`src/acq_pkg.sv`:
```
package acq_pkg;

	// ****************************************
	// Timing
	// ****************************************
	localparam int unsigned CLK_NS      = 5;        // pclk period
	localparam int unsigned TB_NS       = 50;       // 20 MHz time base period
	localparam int unsigned TB_HZ       = 20000000; // Time base rate
	localparam int unsigned MAX_RATE_HZ = 250000;   // Pacer ceiling
	localparam int unsigned TB_CYC      = TB_NS / CLK_NS;
	localparam logic [3:0]  TB_LAST     = 4'(TB_CYC - 1);
	localparam logic [31:0] MIN_DIV     = 32'(TB_HZ / MAX_RATE_HZ);
	localparam int unsigned MIN_GAP_CYC = (TB_HZ / MAX_RATE_HZ) * TB_CYC;

	// ****************************************
	// Sizes
	// ****************************************
	localparam int unsigned NCH    = 16; // Input channels
	localparam int unsigned CH_W   = 4;  // Channel number width
	localparam int unsigned ADC_W  = 12; // Result width
	localparam int unsigned MODE_W = 3;  // Trigger mode field

	// ****************************************
	// Register offsets
	// ****************************************
	localparam logic [7:0] OFS_CTRL     = 8'h00;
	localparam logic [7:0] OFS_CHAN     = 8'h04;
	localparam logic [7:0] OFS_ITER     = 8'h08;
	localparam logic [7:0] OFS_SCAN_DIV = 8'h0c;
	localparam logic [7:0] OFS_PACE_DIV = 8'h10;
	localparam logic [7:0] OFS_TRIG_CNT = 8'h14;
	localparam logic [7:0] OFS_SCAN_CNT = 8'h18;
	localparam logic [7:0] OFS_STATUS   = 8'h1c;
	localparam logic [7:0] OFS_RESULT   = 8'h40;
	localparam logic [7:0] OFS_RES_END  = 8'h80;

	// ****************************************
	// Control word fields
	// ****************************************
	localparam int unsigned B_RUN       = 0;  // Start / stop
	localparam int unsigned B_PACER     = 1;  // 1 pacer, 0 polling
	localparam int unsigned B_MODE      = 2;  // Trigger mode, 3 bits
	localparam int unsigned B_TRIG_FALL = 5;  // Falling trigger edge
	localparam int unsigned B_PAUSE_EN  = 6;  // Pause gate enable
	localparam int unsigned B_PAUSE_LOW = 7;  // Pass on low level
	localparam int unsigned B_SCAN_EXT  = 8;  // External scan pacer
	localparam int unsigned B_PACE_EXT  = 9;  // External sample pacer
	localparam int unsigned B_SINGLE    = 10; // Sample pacer drives scan
	localparam int unsigned CTRL_W      = 11;
	localparam int unsigned CH_LAST_LSB = 4;  // Channel word: last above first
	localparam int unsigned ST_LSB      = 5;  // Status: state field

	// ****************************************
	// Types
	// ****************************************
	typedef enum logic [MODE_W-1:0] {
		MODE_FREE, MODE_POST, MODE_DELAY, MODE_ABOUT, MODE_PRE
	} trig_mode_t;

	typedef enum logic [2:0] {
		ST_IDLE, ST_WAIT, ST_DELAY, ST_ACQ, ST_HOLD, ST_DONE
	} acq_state_t;

	// Conversion request to the converter
	typedef struct packed {
		logic            strobe;
		logic [CH_W-1:0] chan;
	} conv_req_t;

	// Converted sample toward the buffer
	typedef struct packed {
		logic             valid;
		logic [CH_W-1:0]  chan;
		logic [ADC_W-1:0] data;
	} sample_t;

	// Synchroniser stages
	typedef struct packed {
		logic s1;
		logic s2;
		logic s3;
	} sync_t;

endpackage

```
`src/edge_sync.sv`:
```
`timescale 1ns/10ps
module edge_sync
	import acq_pkg::*;
(
	// Clock and reset
	input  wire logic pclk,
	input  wire logic presetn,
	// Raw pin
	input  wire logic pin,
	// Synchronised level and edges
	output logic      level,
	output logic      rise,
	output logic      fall
);

	sync_t q; // Stage registers
	sync_t d; // Next stages

	// Shift chain; s1 feeds only s2
	always_comb begin
		d = '{s1: pin, s2: q.s1, s3: q.s2};
	end

	// Register the chain
	always_ff @(posedge pclk or negedge presetn) begin
		if (!presetn) begin
			q <= '0;
		end else begin
			q <= d;
		end
	end

	// Edges come from stages two and three only
	assign level = q.s2;
	assign rise  = q.s2 & ~q.s3;
	assign fall  = ~q.s2 & q.s3;
endmodule

```
`src/acq_timing.sv`:
```
`timescale 1ns/10ps
// How it works
// - Polling keeps per-channel results, round robin
// - Pacer mode converts each in-window pacer edge, streams samples
// - Scan pulse opens window; idle between windows
// - In pacer mode, only in-window pacer edges become strobes
// - Iteration walks first to last channel
// - Iteration countdown to zero closes window
// - Window close reloads iteration counter
// - Scan pulses counted; iterations programmable
// - Surplus pacer and scan pulses discarded
// - Single-clock: sample pacer also drives scan
// - Extra 32-bit count for delay/about
// - Enabled pause gate blocks scan pulses
// - Trigger edge and pause polarity selectable
// - Post: scan blocked until trigger
// - Delay: count scans after trigger, then acquire
// - About: acquire, then N windows after trigger
// - Pre: acquire from start, stop at trigger
// - Internal scan pacer: divided, 250k ceiling
// - External scan rising edge opens window
// - Internal sample pacer: divided, 250k ceiling
// - External sample pacer rising edge converts
// - Trigger on chosen rising or falling edge
module acq_timing
	import acq_pkg::*;
(
	// Clock and reset
	input  wire logic             pclk,
	input  wire logic             presetn,
	// APB slave
	input  wire logic             psel,
	input  wire logic             penable,
	input  wire logic             pwrite,
	input  wire logic [7:0]       paddr,
	input  wire logic [31:0]      pwdata,
	output logic [31:0]           prdata,
	output logic                  pready,
	output logic                  pslverr,
	// External pins
	input  wire logic             scan_pin,
	input  wire logic             sample_pacer_pin,
	input  wire logic             trig_pin,
	input  wire logic             pause_pin,
	// Converter
	output conv_req_t             conv,
	input  wire logic [ADC_W-1:0] adc_data,
	input  wire logic             adc_done,
	// Sample stream
	output sample_t               sample
);

	// ****************************************
	// State
	// ****************************************
	typedef struct packed {
		logic [CTRL_W-1:0]           ctrl;      // Control word
		logic [CH_W-1:0]             ch_first;  // First channel
		logic [CH_W-1:0]             ch_last;   // Last channel
		logic [31:0]                 iter_set;  // Iterations per window
		logic [31:0]                 scan_div;  // Scan divider
		logic [31:0]                 pace_div;  // Sample pacer divider
		logic [31:0]                 trig_set;  // Delay / hold count
		logic [31:0]                 scan_cnt;  // Scan pulses seen
		logic [31:0]                 iter_left; // Iterations left
		logic [31:0]                 trig_left; // Delay / hold left
		logic [3:0]                  tb_cnt;    // Time base prescaler
		logic [31:0]                 scan_ph;   // Scan divider phase
		logic [31:0]                 pace_ph;   // Pacer divider phase
		logic                        run_prev;  // Run bit last cycle
		logic                        win;       // Window open
		logic [CH_W-1:0]             chan;      // Next channel
		acq_state_t                  st;        // Trigger sequencer
		logic [CH_W-1:0]             pend_chan; // Channel in conversion
		logic [NCH-1:0][ADC_W-1:0]   result;    // Polling results
		conv_req_t                   conv;      // Strobe out
		sample_t                     smp;       // Sample out
		logic [31:0]                 prdata;    // Read data
	} core_t;

	core_t q; // Current state
	core_t n; // Next state

	// ****************************************
	// Pin synchronisers
	// ****************************************
	logic scan_rise;  // External scan edge
	logic pace_rise;  // External sample pacer edge
	logic trig_rise;  // Trigger rising
	logic trig_fall;  // Trigger falling
	logic pause_lvl;  // Pause gate level

	edge_sync u_scan (
		.pclk    (pclk),
		.presetn (presetn),
		.pin     (scan_pin),
		.level   (),
		.rise    (scan_rise),
		.fall    ()
	);

	edge_sync u_pace (
		.pclk    (pclk),
		.presetn (presetn),
		.pin     (sample_pacer_pin),
		.level   (),
		.rise    (pace_rise),
		.fall    ()
	);

	edge_sync u_trig (
		.pclk    (pclk),
		.presetn (presetn),
		.pin     (trig_pin),
		.level   (),
		.rise    (trig_rise),
		.fall    (trig_fall)
	);

	edge_sync u_pause (
		.pclk    (pclk),
		.presetn (presetn),
		.pin     (pause_pin),
		.level   (pause_lvl),
		.rise    (),
		.fall    ()
	);

	// ****************************************
	// Control decode and event routing
	// ****************************************
	logic        run;         // Operation running
	logic        pacer;       // Pacer mode
	trig_mode_t  mode;        // Trigger mode
	logic        start_evt;   // Run just set
	logic        tb_tick;     // 20 MHz time base tick
	logic [31:0] scan_lim;    // Clamped scan divider
	logic [31:0] pace_lim;    // Clamped pacer divider
	logic        scan_int;    // Internal scan pulse
	logic        pace_int;    // Internal pacer pulse
	logic        pace_evt;    // Selected pacer event
	logic        scan_raw;    // Selected scan event
	logic        pause_block; // Gate blocking
	logic        scan_pass;   // Scan past the gate
	logic        trig_evt;    // Selected trigger edge
	logic        scan_open;   // Scan opens a window
	logic        win_now;     // Window open this cycle
	logic [CH_W-1:0] cur_chan; // Channel to convert
	logic        step_ok;     // Pacer edge accepted

	assign run       = q.ctrl[B_RUN];
	assign pacer     = q.ctrl[B_PACER];
	assign mode      = trig_mode_t'(q.ctrl[B_MODE +: MODE_W]);
	assign start_evt = run & ~q.run_prev;
	assign tb_tick   = (q.tb_cnt == TB_LAST);

	// Dividers below the ceiling are raised to it rather than refused
	assign scan_lim = (q.scan_div < MIN_DIV) ? MIN_DIV : q.scan_div;
	assign pace_lim = (q.pace_div < MIN_DIV) ? MIN_DIV : q.pace_div;
	assign scan_int = run & tb_tick & (q.scan_ph >= scan_lim - 32'h1);
	assign pace_int = run & tb_tick & (q.pace_ph >= pace_lim - 32'h1);

	// Pacer source, external rising edges only
	assign pace_evt = q.ctrl[B_PACE_EXT] ? pace_rise : pace_int;

	// Single-clock routing ignores the scan pin
	always_comb begin
		if (q.ctrl[B_SINGLE]) begin
			scan_raw = pace_evt;
		end else if (q.ctrl[B_SCAN_EXT]) begin
			scan_raw = scan_rise;
		end else begin
			scan_raw = scan_int;
		end
	end

	// Gate blocks when the level differs from the pass level
	assign pause_block = q.ctrl[B_PAUSE_EN] & (pause_lvl == q.ctrl[B_PAUSE_LOW]);
	assign scan_pass   = run & scan_raw & ~pause_block;
	assign trig_evt    = q.ctrl[B_TRIG_FALL] ? trig_fall : trig_rise;

	// Scan opens only in an acquiring state and with no window open
	assign scan_open = scan_pass & pacer & ~q.win & ~start_evt
		& ((q.st == ST_ACQ) | (q.st == ST_HOLD));
	assign win_now  = q.win | scan_open;
	assign cur_chan = q.win ? q.chan : q.ch_first;
	assign step_ok  = run & pacer & pace_evt & win_now & ~start_evt;

	// ****************************************
	// APB decode
	// ****************************************
	logic            res_hit;  // Result window hit
	logic [CH_W-1:0] res_idx;  // Result index
	logic            addr_ok;  // Mapped address
	logic [31:0]     rd_word;  // Read mux

	assign res_hit = (paddr >= OFS_RESULT) & (paddr < OFS_RES_END) & (paddr[1:0] == 2'h0);
	assign res_idx = paddr[2 +: CH_W];

	// Read mux; unmapped reads give zero and an error
	always_comb begin
		rd_word = '0;
		addr_ok = 1'b1;
		unique case (paddr)
			OFS_CTRL:     rd_word = 32'(q.ctrl);
			OFS_CHAN:     rd_word = 32'({q.ch_last, q.ch_first});
			OFS_ITER:     rd_word = q.iter_set;
			OFS_SCAN_DIV: rd_word = q.scan_div;
			OFS_PACE_DIV: rd_word = q.pace_div;
			OFS_TRIG_CNT: rd_word = q.trig_set;
			OFS_SCAN_CNT: rd_word = q.scan_cnt;
			OFS_STATUS:   rd_word = 32'({q.st, q.win, q.chan});
			default: begin
				addr_ok = res_hit;
				rd_word = res_hit ? 32'(q.result[res_idx]) : '0;
			end
		endcase
	end

	// Zero wait states; data captured in the setup cycle
	assign pready  = 1'b1;
	assign pslverr = psel & penable & ~addr_ok;
	assign prdata  = q.prdata;

	// ****************************************
	// Next-state logic
	// ****************************************
	always_comb begin
		n             = q;
		n.conv.strobe = 1'b0;
		n.smp.valid   = 1'b0;
		n.run_prev    = run;

		// Register writes
		if (psel && penable && pwrite) begin
			unique case (paddr)
				OFS_CTRL: n.ctrl = pwdata[CTRL_W-1:0];
				OFS_CHAN: begin
					n.ch_first = pwdata[CH_W-1:0];
					n.ch_last  = pwdata[CH_LAST_LSB +: CH_W];
				end
				OFS_ITER:     n.iter_set = pwdata;
				OFS_SCAN_DIV: n.scan_div = pwdata;
				OFS_PACE_DIV: n.pace_div = pwdata;
				OFS_TRIG_CNT: n.trig_set = pwdata;
				default: ;
			endcase
		end

		// Read data for the coming access phase
		if (psel && !penable) begin
			n.prdata = rd_word;
		end

		// Time base and internal dividers, held at zero when stopped
		n.tb_cnt = (!run || tb_tick) ? '0 : q.tb_cnt + 4'h1;
		if (!run) begin
			n.scan_ph = '0;
			n.pace_ph = '0;
		end else if (tb_tick) begin
			n.scan_ph = scan_int ? '0 : q.scan_ph + 32'h1;
			n.pace_ph = pace_int ? '0 : q.pace_ph + 32'h1;
		end

		// Converter answer: result register or sample stream
		if (adc_done) begin
			if (pacer) begin
				n.smp = '{valid: 1'b1, chan: q.pend_chan, data: adc_data};
			end else begin
				n.result[q.pend_chan] = adc_data;
			end
		end

		if (!run) begin
			// Stop closes any window and rearms the iteration counter
			n.st        = ST_IDLE;
			n.win       = 1'b0;
			n.iter_left = q.iter_set;
		end else if (start_evt) begin
			n.scan_cnt  = '0;
			n.win       = 1'b0;
			n.iter_left = q.iter_set;
			n.chan      = q.ch_first;
			unique case (mode)
				MODE_POST, MODE_DELAY: n.st = ST_WAIT;
				default:               n.st = ST_ACQ;
			endcase
		end else begin
			if (scan_pass) begin
				n.scan_cnt = q.scan_cnt + 32'h1;
			end

			// Polling: walk channels on every pacer edge, no window
			if (!pacer && pace_evt) begin
				n.conv      = '{strobe: 1'b1, chan: q.chan};
				n.pend_chan = q.chan;
				n.chan      = (q.chan == q.ch_last) ? q.ch_first : q.chan + 1'b1;
			end

			// Window opens on an accepted scan pulse
			if (scan_open) begin
				n.win  = 1'b1;
				n.chan = q.ch_first;
			end

			// Pacer edge inside the window converts one channel
			if (step_ok) begin
				n.conv      = '{strobe: 1'b1, chan: cur_chan};
				n.pend_chan = cur_chan;
				if (cur_chan == q.ch_last) begin
					n.chan = q.ch_first;
					if (q.iter_left <= 32'h1) begin
						n.win       = 1'b0;
						n.iter_left = q.iter_set;
					end else begin
						n.iter_left = q.iter_left - 32'h1;
					end
				end else begin
					n.chan = cur_chan + 1'b1;
				end
			end

			// Trigger sequencer; the Pre-mode stop wins over the window
			unique case (q.st)
				ST_WAIT: if (trig_evt) begin
					if (mode == MODE_DELAY && q.trig_set != '0) begin
						n.st        = ST_DELAY;
						n.trig_left = q.trig_set;
					end else begin
						n.st = ST_ACQ;
					end
				end
				ST_DELAY: if (scan_pass) begin
					n.trig_left = q.trig_left - 32'h1;
					if (q.trig_left == 32'h1) begin
						n.st = ST_ACQ;
					end
				end
				ST_ACQ: if (trig_evt) begin
					if (mode == MODE_PRE) begin
						n.st        = ST_DONE;
						n.win       = 1'b0;
						n.iter_left = q.iter_set;
					end else if (mode == MODE_ABOUT) begin
						n.trig_left = q.trig_set;
						n.st        = (q.trig_set == '0) ? ST_DONE : ST_HOLD;
					end
				end
				ST_HOLD: if (scan_open) begin
					n.trig_left = q.trig_left - 32'h1;
					if (q.trig_left == 32'h1) begin
						n.st = ST_DONE; // Last window still runs to its end
					end
				end
				default: ;
			endcase
		end
	end

	// Register all state
	always_ff @(posedge pclk or negedge presetn) begin
		if (!presetn) begin
			q <= '0;
		end else begin
			q <= n;
		end
	end

	assign conv   = q.conv;
	assign sample = q.smp;

	// ****************************************
	// Checks
	// ****************************************
	logic [15:0] gap_q;  // Cycles since internal scan pulse
	logic        seen_q; // One internal scan pulse seen

	// Gap counter for the rate ceiling
	always_ff @(posedge pclk or negedge presetn) begin
		if (!presetn) begin
			gap_q  <= '0;
			seen_q <= 1'b0;
		end else if (scan_int) begin
			gap_q  <= '0;
			seen_q <= 1'b1;
		end else if (gap_q != '1) begin
			gap_q <= gap_q + 16'h1;
		end
	end
endmodule

```
`config.mk`:
```
export PLATFORM = sky130hd
export DESIGN_NAME = acq_timing
export DESIGN_NICKNAME = d
export VERILOG_FILES = /design/src/acq_pkg.sv /design/src/edge_sync.sv /design/src/acq_timing.sv
export SDC_FILE = /design/constraint.sdc
export NUM_CORES = 1
export LEC_CHECK = 0
export BUFFER_PORTS_ARGS = -buffer_cell sky130_fd_sc_hd__buf_2
export CORE_AREA = 2 2 252 254
export DETAILED_ROUTE_END_ITERATION = 16
export DIE_AREA = 0 0 254 256
export PLACE_DENSITY_LB_ADDON = 0.2
export SLEW_MARGIN = 5
export SYNTH_ARGS = -nofsm -noshare
export SYNTH_HDL_FRONTEND = slang
export SYNTH_SLANG_ARGS = --single-unit
```
`constraint.sdc`:
```
create_clock -name pclk -period 8.9 [get_ports pclk]
set_input_delay 0 -clock pclk [delete_from_list [all_inputs] [get_ports pclk]]
set_output_delay 0 -clock pclk [all_outputs]
set_load 0.05 [all_outputs]
```
### Word-level counts from Yosys, hierarchy flattened

Index checks and enable logic that the tools add are counted.

| storage, ports and cells | value |
|---|---|
| flip-flop bits (word level) | 581 |
| input bits | 62 |
| output and inout port bits | 56 |
| word-level logic and storage cells | 244 |

| cells by class | value |
|---|---|
| add/subtract/negate cells | 10 |
| magnitude comparators | 10 |
| equality and inequality tests | 36 |
| muxes and demuxes | 69 |
| bitwise logic cells | 35 |
| reduce and logical (&&, ||, !) cells | 33 |

Operators by type and width:

| kind | number |
|---|---|
| 32-bit 2-to-1 mux | 17 |
| 64-bit 2-to-1 mux | 4 |
| 32-bit one-hot mux with 8 select lines | 1 |
| 192-bit bitwise mux | 1 |
| 32-bit one-hot mux with 4 select lines | 1 |
| 32-bit by 1-bit subtractor with 32-bit output, second input constant | 4 |
| 32-bit by 1-bit adder with 32-bit output, second input constant | 3 |
| 32-bit >= comparator | 2 |
| 32-bit by 7-bit < comparator with 1-bit output, second input constant | 2 |
| 12-bit binary-select mux with 4-bit select | 1 |
| 12-bit demux with 4-bit select | 1 |
| 12-bit 2-to-1 mux | 3 |
| 17-bit 2-to-1 mux | 2 |
| 32-bit by 1-bit equality test with 1-bit output, second input constant | 1 |
| 8-bit by 5-bit equality test with 1-bit output, second input constant | 4 |
| 32-bit by 1-bit <= comparator with 1-bit output, second input constant | 1 |
| 32-bit zero test | 1 |
| 32-bit nonzero test | 1 |
| 5-bit 2-to-1 mux | 6 |
| 4-bit 2-to-1 mux | 7 |
| 3-bit 2-to-1 mux | 9 |
| 1-bit bitwise AND | 23 |
| 4-bit inequality test, second input constant | 5 |
| 2-bit AND reduction | 10 |
| other kinds (36) | 83 |

### Logic depth before layout (Yosys ltp)

| logic depth | value |
|---|---|
| depth in word-level cells | 22 |
| mapped depth | 26 |
| mapped depth without buffers | 23 |

### Cells and area by module

From an unflattened synthesis, not the netlist that was laid out.

| second synthesis, totals | value |
|---|---|
| cell total of the unflattened synthesis | 2967 |
| area, all modules | 31806.8 sq um |

By module, submodules not included:

| module | times used | cells an instance | area an instance (sq um) | seq. area each (sq um) |
|---|---|---|---|---|
| acq_timing | 1 | 2947 | 31446.4 | 14263.7 |
| edge_sync | 4 | 5 | 90.1 | 75.1 |

### Worst setup path before layout

Ideal clock, no wire load.

| path | value |
|---|---|
| path type | register to register |
| start point | register q[475] (netlist bit) |
| end point | register q[373] (netlist bit) |
| library setup time | 0.082 ns |
| arrival | 6.564 ns |
| data required time | 8.818 ns |
| setup slack | 2.255 ns |
| stages on the path, launching flop included | 27 |
| buffers on the path | 4 |
| period minus slack after synthesis | 6.645 ns |
| path through | dfrtp_1 or4_4 or3_4 or3_4 or3_4 or4_4 or4b_1 buf_2 nand2_1 ha_1 clkbuf_2 nand3_2 nor2_1 xnor2_1 ha_1 and3_1 a221o_1 a221oi_1 o211ai_1 a22oi_1 nand2_1 and4_1 clkbuf_1 a21oi_1 clkbuf_1 o32ai_1 a31oi_1 |

RTL lines:

| element | RTL line | RTL |
|---|---|---|
| from (decl) | acq_timing.sv:81 | `core_t q;` |
| from (signal assigned) | acq_timing.sv:365 | `q <= n;` |

### Worst setup path in the final report

| path | value |
|---|---|
| start point | register q[474] (netlist bit) |
| end point | register q[420] (netlist bit) |

| between the ends | value |
|---|---|
| word-level cells in the longest chain between the ends | 11 |

Ends and longest elaborated chain:

| element | RTL line | RTL |
|---|---|---|
| 32-bit by 7-bit < comparator with 1-bit output | acq_timing.sv:159 | `assign pace_lim = (q.pace_div < MIN_DIV) ? MIN_DIV : q.pace_div;` |
| 32-bit 2-to-1 mux * | acq_timing.sv:159 |  |
| 32-bit by 1-bit subtractor with 32-bit output * | acq_timing.sv:161 | `assign pace_int = run & tb_tick & (q.pace_ph >= pace_lim - 32'h1);` |
| 32-bit >= comparator * | acq_timing.sv:161 |  |
| 1-bit bitwise AND * | acq_timing.sv:161 |  |
| 1-bit 2-to-1 mux * | acq_timing.sv:164 | `assign pace_evt = q.ctrl[B_PACE_EXT] ? pace_rise : pace_int;` |
| 1-bit 2-to-1 mux * | acq_timing.sv:168 | `if (q.ctrl[B_SINGLE]) begin` |
| 1-bit bitwise AND * (2 in a row) | acq_timing.sv:179 | `assign scan_pass = run & scan_raw & ~pause_block;` |
| 2-bit nonzero test (no line) * | - |  |
| 2-bit AND reduction (no line) * | - |  |

Mark *: on every way between the ends. The rest lies on a longest branch, timed or not.
A chain may end at the register's enable or synchronous reset.

==> results.py <==
metrics = {
    "critical_path": {
        "rr_startpoint": "q[474]",
        "rrSetupSlack_ps": 1140,
        "crit_top_cell": "or3_4",
        "path_delay_family": "simple AND/OR/NAND/NOR gates",
        "path_max_fanout": 14,
        "path_cells": "or4_4, or3_4, or3_4, or3_4, or4_4, or4b_1, nand2_1, ha_1, nand3_2, nor4_1, xnor2_1, ha_1, nand4_1, nor2_1, and4_1, and2_1, a22oi_1, a211oi_2, and4_1, nand2_1, or3_1, a21oi_1",
        "critical_path_required_ps": 9440,
        "endpoint_kind": "register",
        "worst_setup_path_start_kind": "register",
        "critPathMaxStageDelay_ps": 700,
        "cpMaxStageDelayCell": "and4_1",
        "criticalPathCategory": "register to register",
        "rr_worst_depth": 22,
        "arrival_ps": 8300,
        "r2r_end": "q[420]",
        "path_buf_inv": 0,
        "startpoint": "q[474]",
    },
    "sta": {
        "relSlewSlack_pct": 23.3,
        "min_period_ps": 7760,
        "fin_crit_sh_pct": 87.2,
        "tightest_slew_ps": 1150,
        "finalHoldViolations": 0,
        "rsz0062_at_grt": "false",
        "tns_ps": 0,
        "fin_worst_skew_ps": 23.6,
        "drv_slew": 0,
        "setup_viol": 0,
        "max_freq_ghz": 0.129,
    },
    "routing": {
        "drtAntennaViolNets": 0,
        "wl_per_cell_um": 23.5,
        "drt_first_pass_iters": 6,
        "viasPerCell": 6.18,
        "drt_iter0_drc": 2068,
        "vias": 23500,
        "route.detailed.drc": 0,
        "wl_um": 89300,
    },
    "floorplanning": {
        "rows": 92,
        "fp.dieW_um": 254,
        "die_h_um": 256,
        "die_area_um2": 65000,
        "core_um2": 62400,
        "start_util_pct": 49.4,
        "io_pins": 118,
    },
    "clock_network": {
        "cts_setup_buffers": 0,
        "htree_levels": 3,
        "clockBufferDepth": 3,
        "cts.clk_slew.worst_paths_ps": 60,
        "clock_sinks": 581,
        "hold_buffers": 51,
        "cts_resized": 0,
        "clk_latency_ps": 620,
        "root_buffer": "clkbuf_16",
        "cts_tree": "yes",
        "cts_inserted_buffers": 68,
    },
    "logic_synthesis": {
        "synthArstFlopShare_pct": 100,
        "yosysSeqAreaShare_pct": 47.2,
        "synth_top_area_cell": "dfrtp_1",
        "synth_top_cell_area_share_pct": 47.2,
        "syn-num-nets": 2989,
        "ys.flop_type": "dfrtp_1",
        "syn_inst": 2850,
        "synth_edf_count": 0,
        "netlist_area_um2": 30800,
        "synthTopCellsByArea": "dfrtp_1 47%, mux2_2 13%, mux4_2 4.4%",
        "yosysWarnings": 0,
        "synth_cell_types": 76,
        "synth_seq_cells": 581,
        "syn_area_per_cell_um2": 10.8,
    },
    "power_and_ir_drop": {
        "powerDensity_nw_per_um2": 184,
        "peakVddDrop_mv": 0.136,
        "power.leakage_nw": 15.9,
    },
    "cells_and_area": {
        "fin_area_um2": 34700,
        "nets": 3048,
        "area.growth.synth_to_final_pct": 12.5,
        "final_cell_mix": "581 x dfrtp_1, 351 x mux2_2, 230 x nor2_1",
        "layout_commonest_cell": "dfrtp_1",
        "fillers": 5396,
        "antennaDiodeCount": 0,
        "drive_above_1_share_pct": 24.0,
    },
    "global_routing": {
        "track_usage_pct": 27.7,
        "grt_max_degree": 152,
        "overflow": 0,
        "antenna_found_initial": 4,
        "grt_pass1_wl_um": 138000,
        "grt_pass1_vias": 23300,
    },
    "min_path": {
        "min_path_cells": 2,
        "min_from": "sample_pacer_pin",
        "worstHoldEndpoint": "u_pace.d[1]",
        "hp-class": "primary input to register",
    },
    "flow_run": {
        "max_cap_violations": 0,
    },
    "place": {
        "placed_area_um2": 31800,
        "hpwl_um": 61900,
        "portBuffers": 116,
        "place_congestion": 0.912,
    },
    "outcome": {
        "status": "finished clean",
    },
}
-- power by group --
part           switching, W  leakage [nW]  internal [W]
sequential        0.0000569          7.98       0.00269
combinational      0.000477          6.78      0.000253
clock               0.00116          1.12       0.00173
-- sequential cells by signal, summed over array words and instances (netlist names), 3 cells and up --
register,count
q,511
prdata,32
conv,5
sample,17
mode,3
-- how the worst max path moves through the flow --
stage                     depth (start not counted)     end  slack, ps
after floorplan                                  26  q[373]       2250
after global placement                           23  q[363]       1480
after detailed placement                         23  q[363]       1260
after CTS                                        22  q[420]       1240
after global routing                             22  q[420]        840
final                                            22  q[420]       1140
-- cell families after synthesis --
kind of cell	Yosys count	synth area share (%)
AOI/OAI and AO/OA	582	11.7
other	1	0.0122
xor gates and xnor gates	101	2.87
DFF	581	47.2
and+or+nand+nor	814	13.1
muxes	444	18.3
adders and majority gates	77	3.13
buffers and inverters	250	3.73
-- through the flow --
stage	setup WS (ps)	power (W)	util (%)	std cells	hold slack (ps)
finish	1140	0.00636	55.6	3806	27.7
global route	843	0.00660	55.6	3806	33.6
CTS	1240	0.00641	55.6	3806	2.85
detailed placement	1260	0.00350	51.0	3634	36.4
global placement	1480	0.00348	51.0	3634	33.9
floorplan	2250	0.00328	-	2850	-296
-- per-layer routing --
metal / part of all wire [%] / wire (um) / track usage, %
met1: 41 / 36600 / 36.1
met3: 6.2 / 5520 / 4.46
met2: 49 / 44100 / 46.5
met4: 3.5 / 3080 / 9.77
met5: 0.030 / 27 / 0
-- worst reg2reg max path: cells and delay by family, from the launching register on --
family / cells / cell delay [ps]
and+or+nand+nor: 16 / 5470
adders and majority gates: 2 / 660
AOI/OAI and AO/OA: 3 / 960
DFF: 1 / 440
xor gates and xnor gates: 1 / 130
-- area by class of cell --
cell class	count	area [um2]	share of cell area, %
flip-flops and latches	581	14500	41.9
well taps	846	1060	3.05
clock inverters	20	334	0.964
repair buffers	202	1390	4.01
clock buffers	101	1980	5.70
inverters	37	139	0.401
multi-input cells	2019	15200	43.9
-- cell usage after synthesis, types with 49 or more instances --
master    instances
dfrtp_1         581
mux2_2          351
nor2_1          234
o21ai_0         218
nand2_1         179
clkbuf_1        142
a21oi_1         131
ha_1             77
nand3_1          73
nor3_1           62
mux4_2           60
xnor2_1          57
buf_4            55
and3_1           49
No activity file was read; power rests on OpenSTA's default activity.
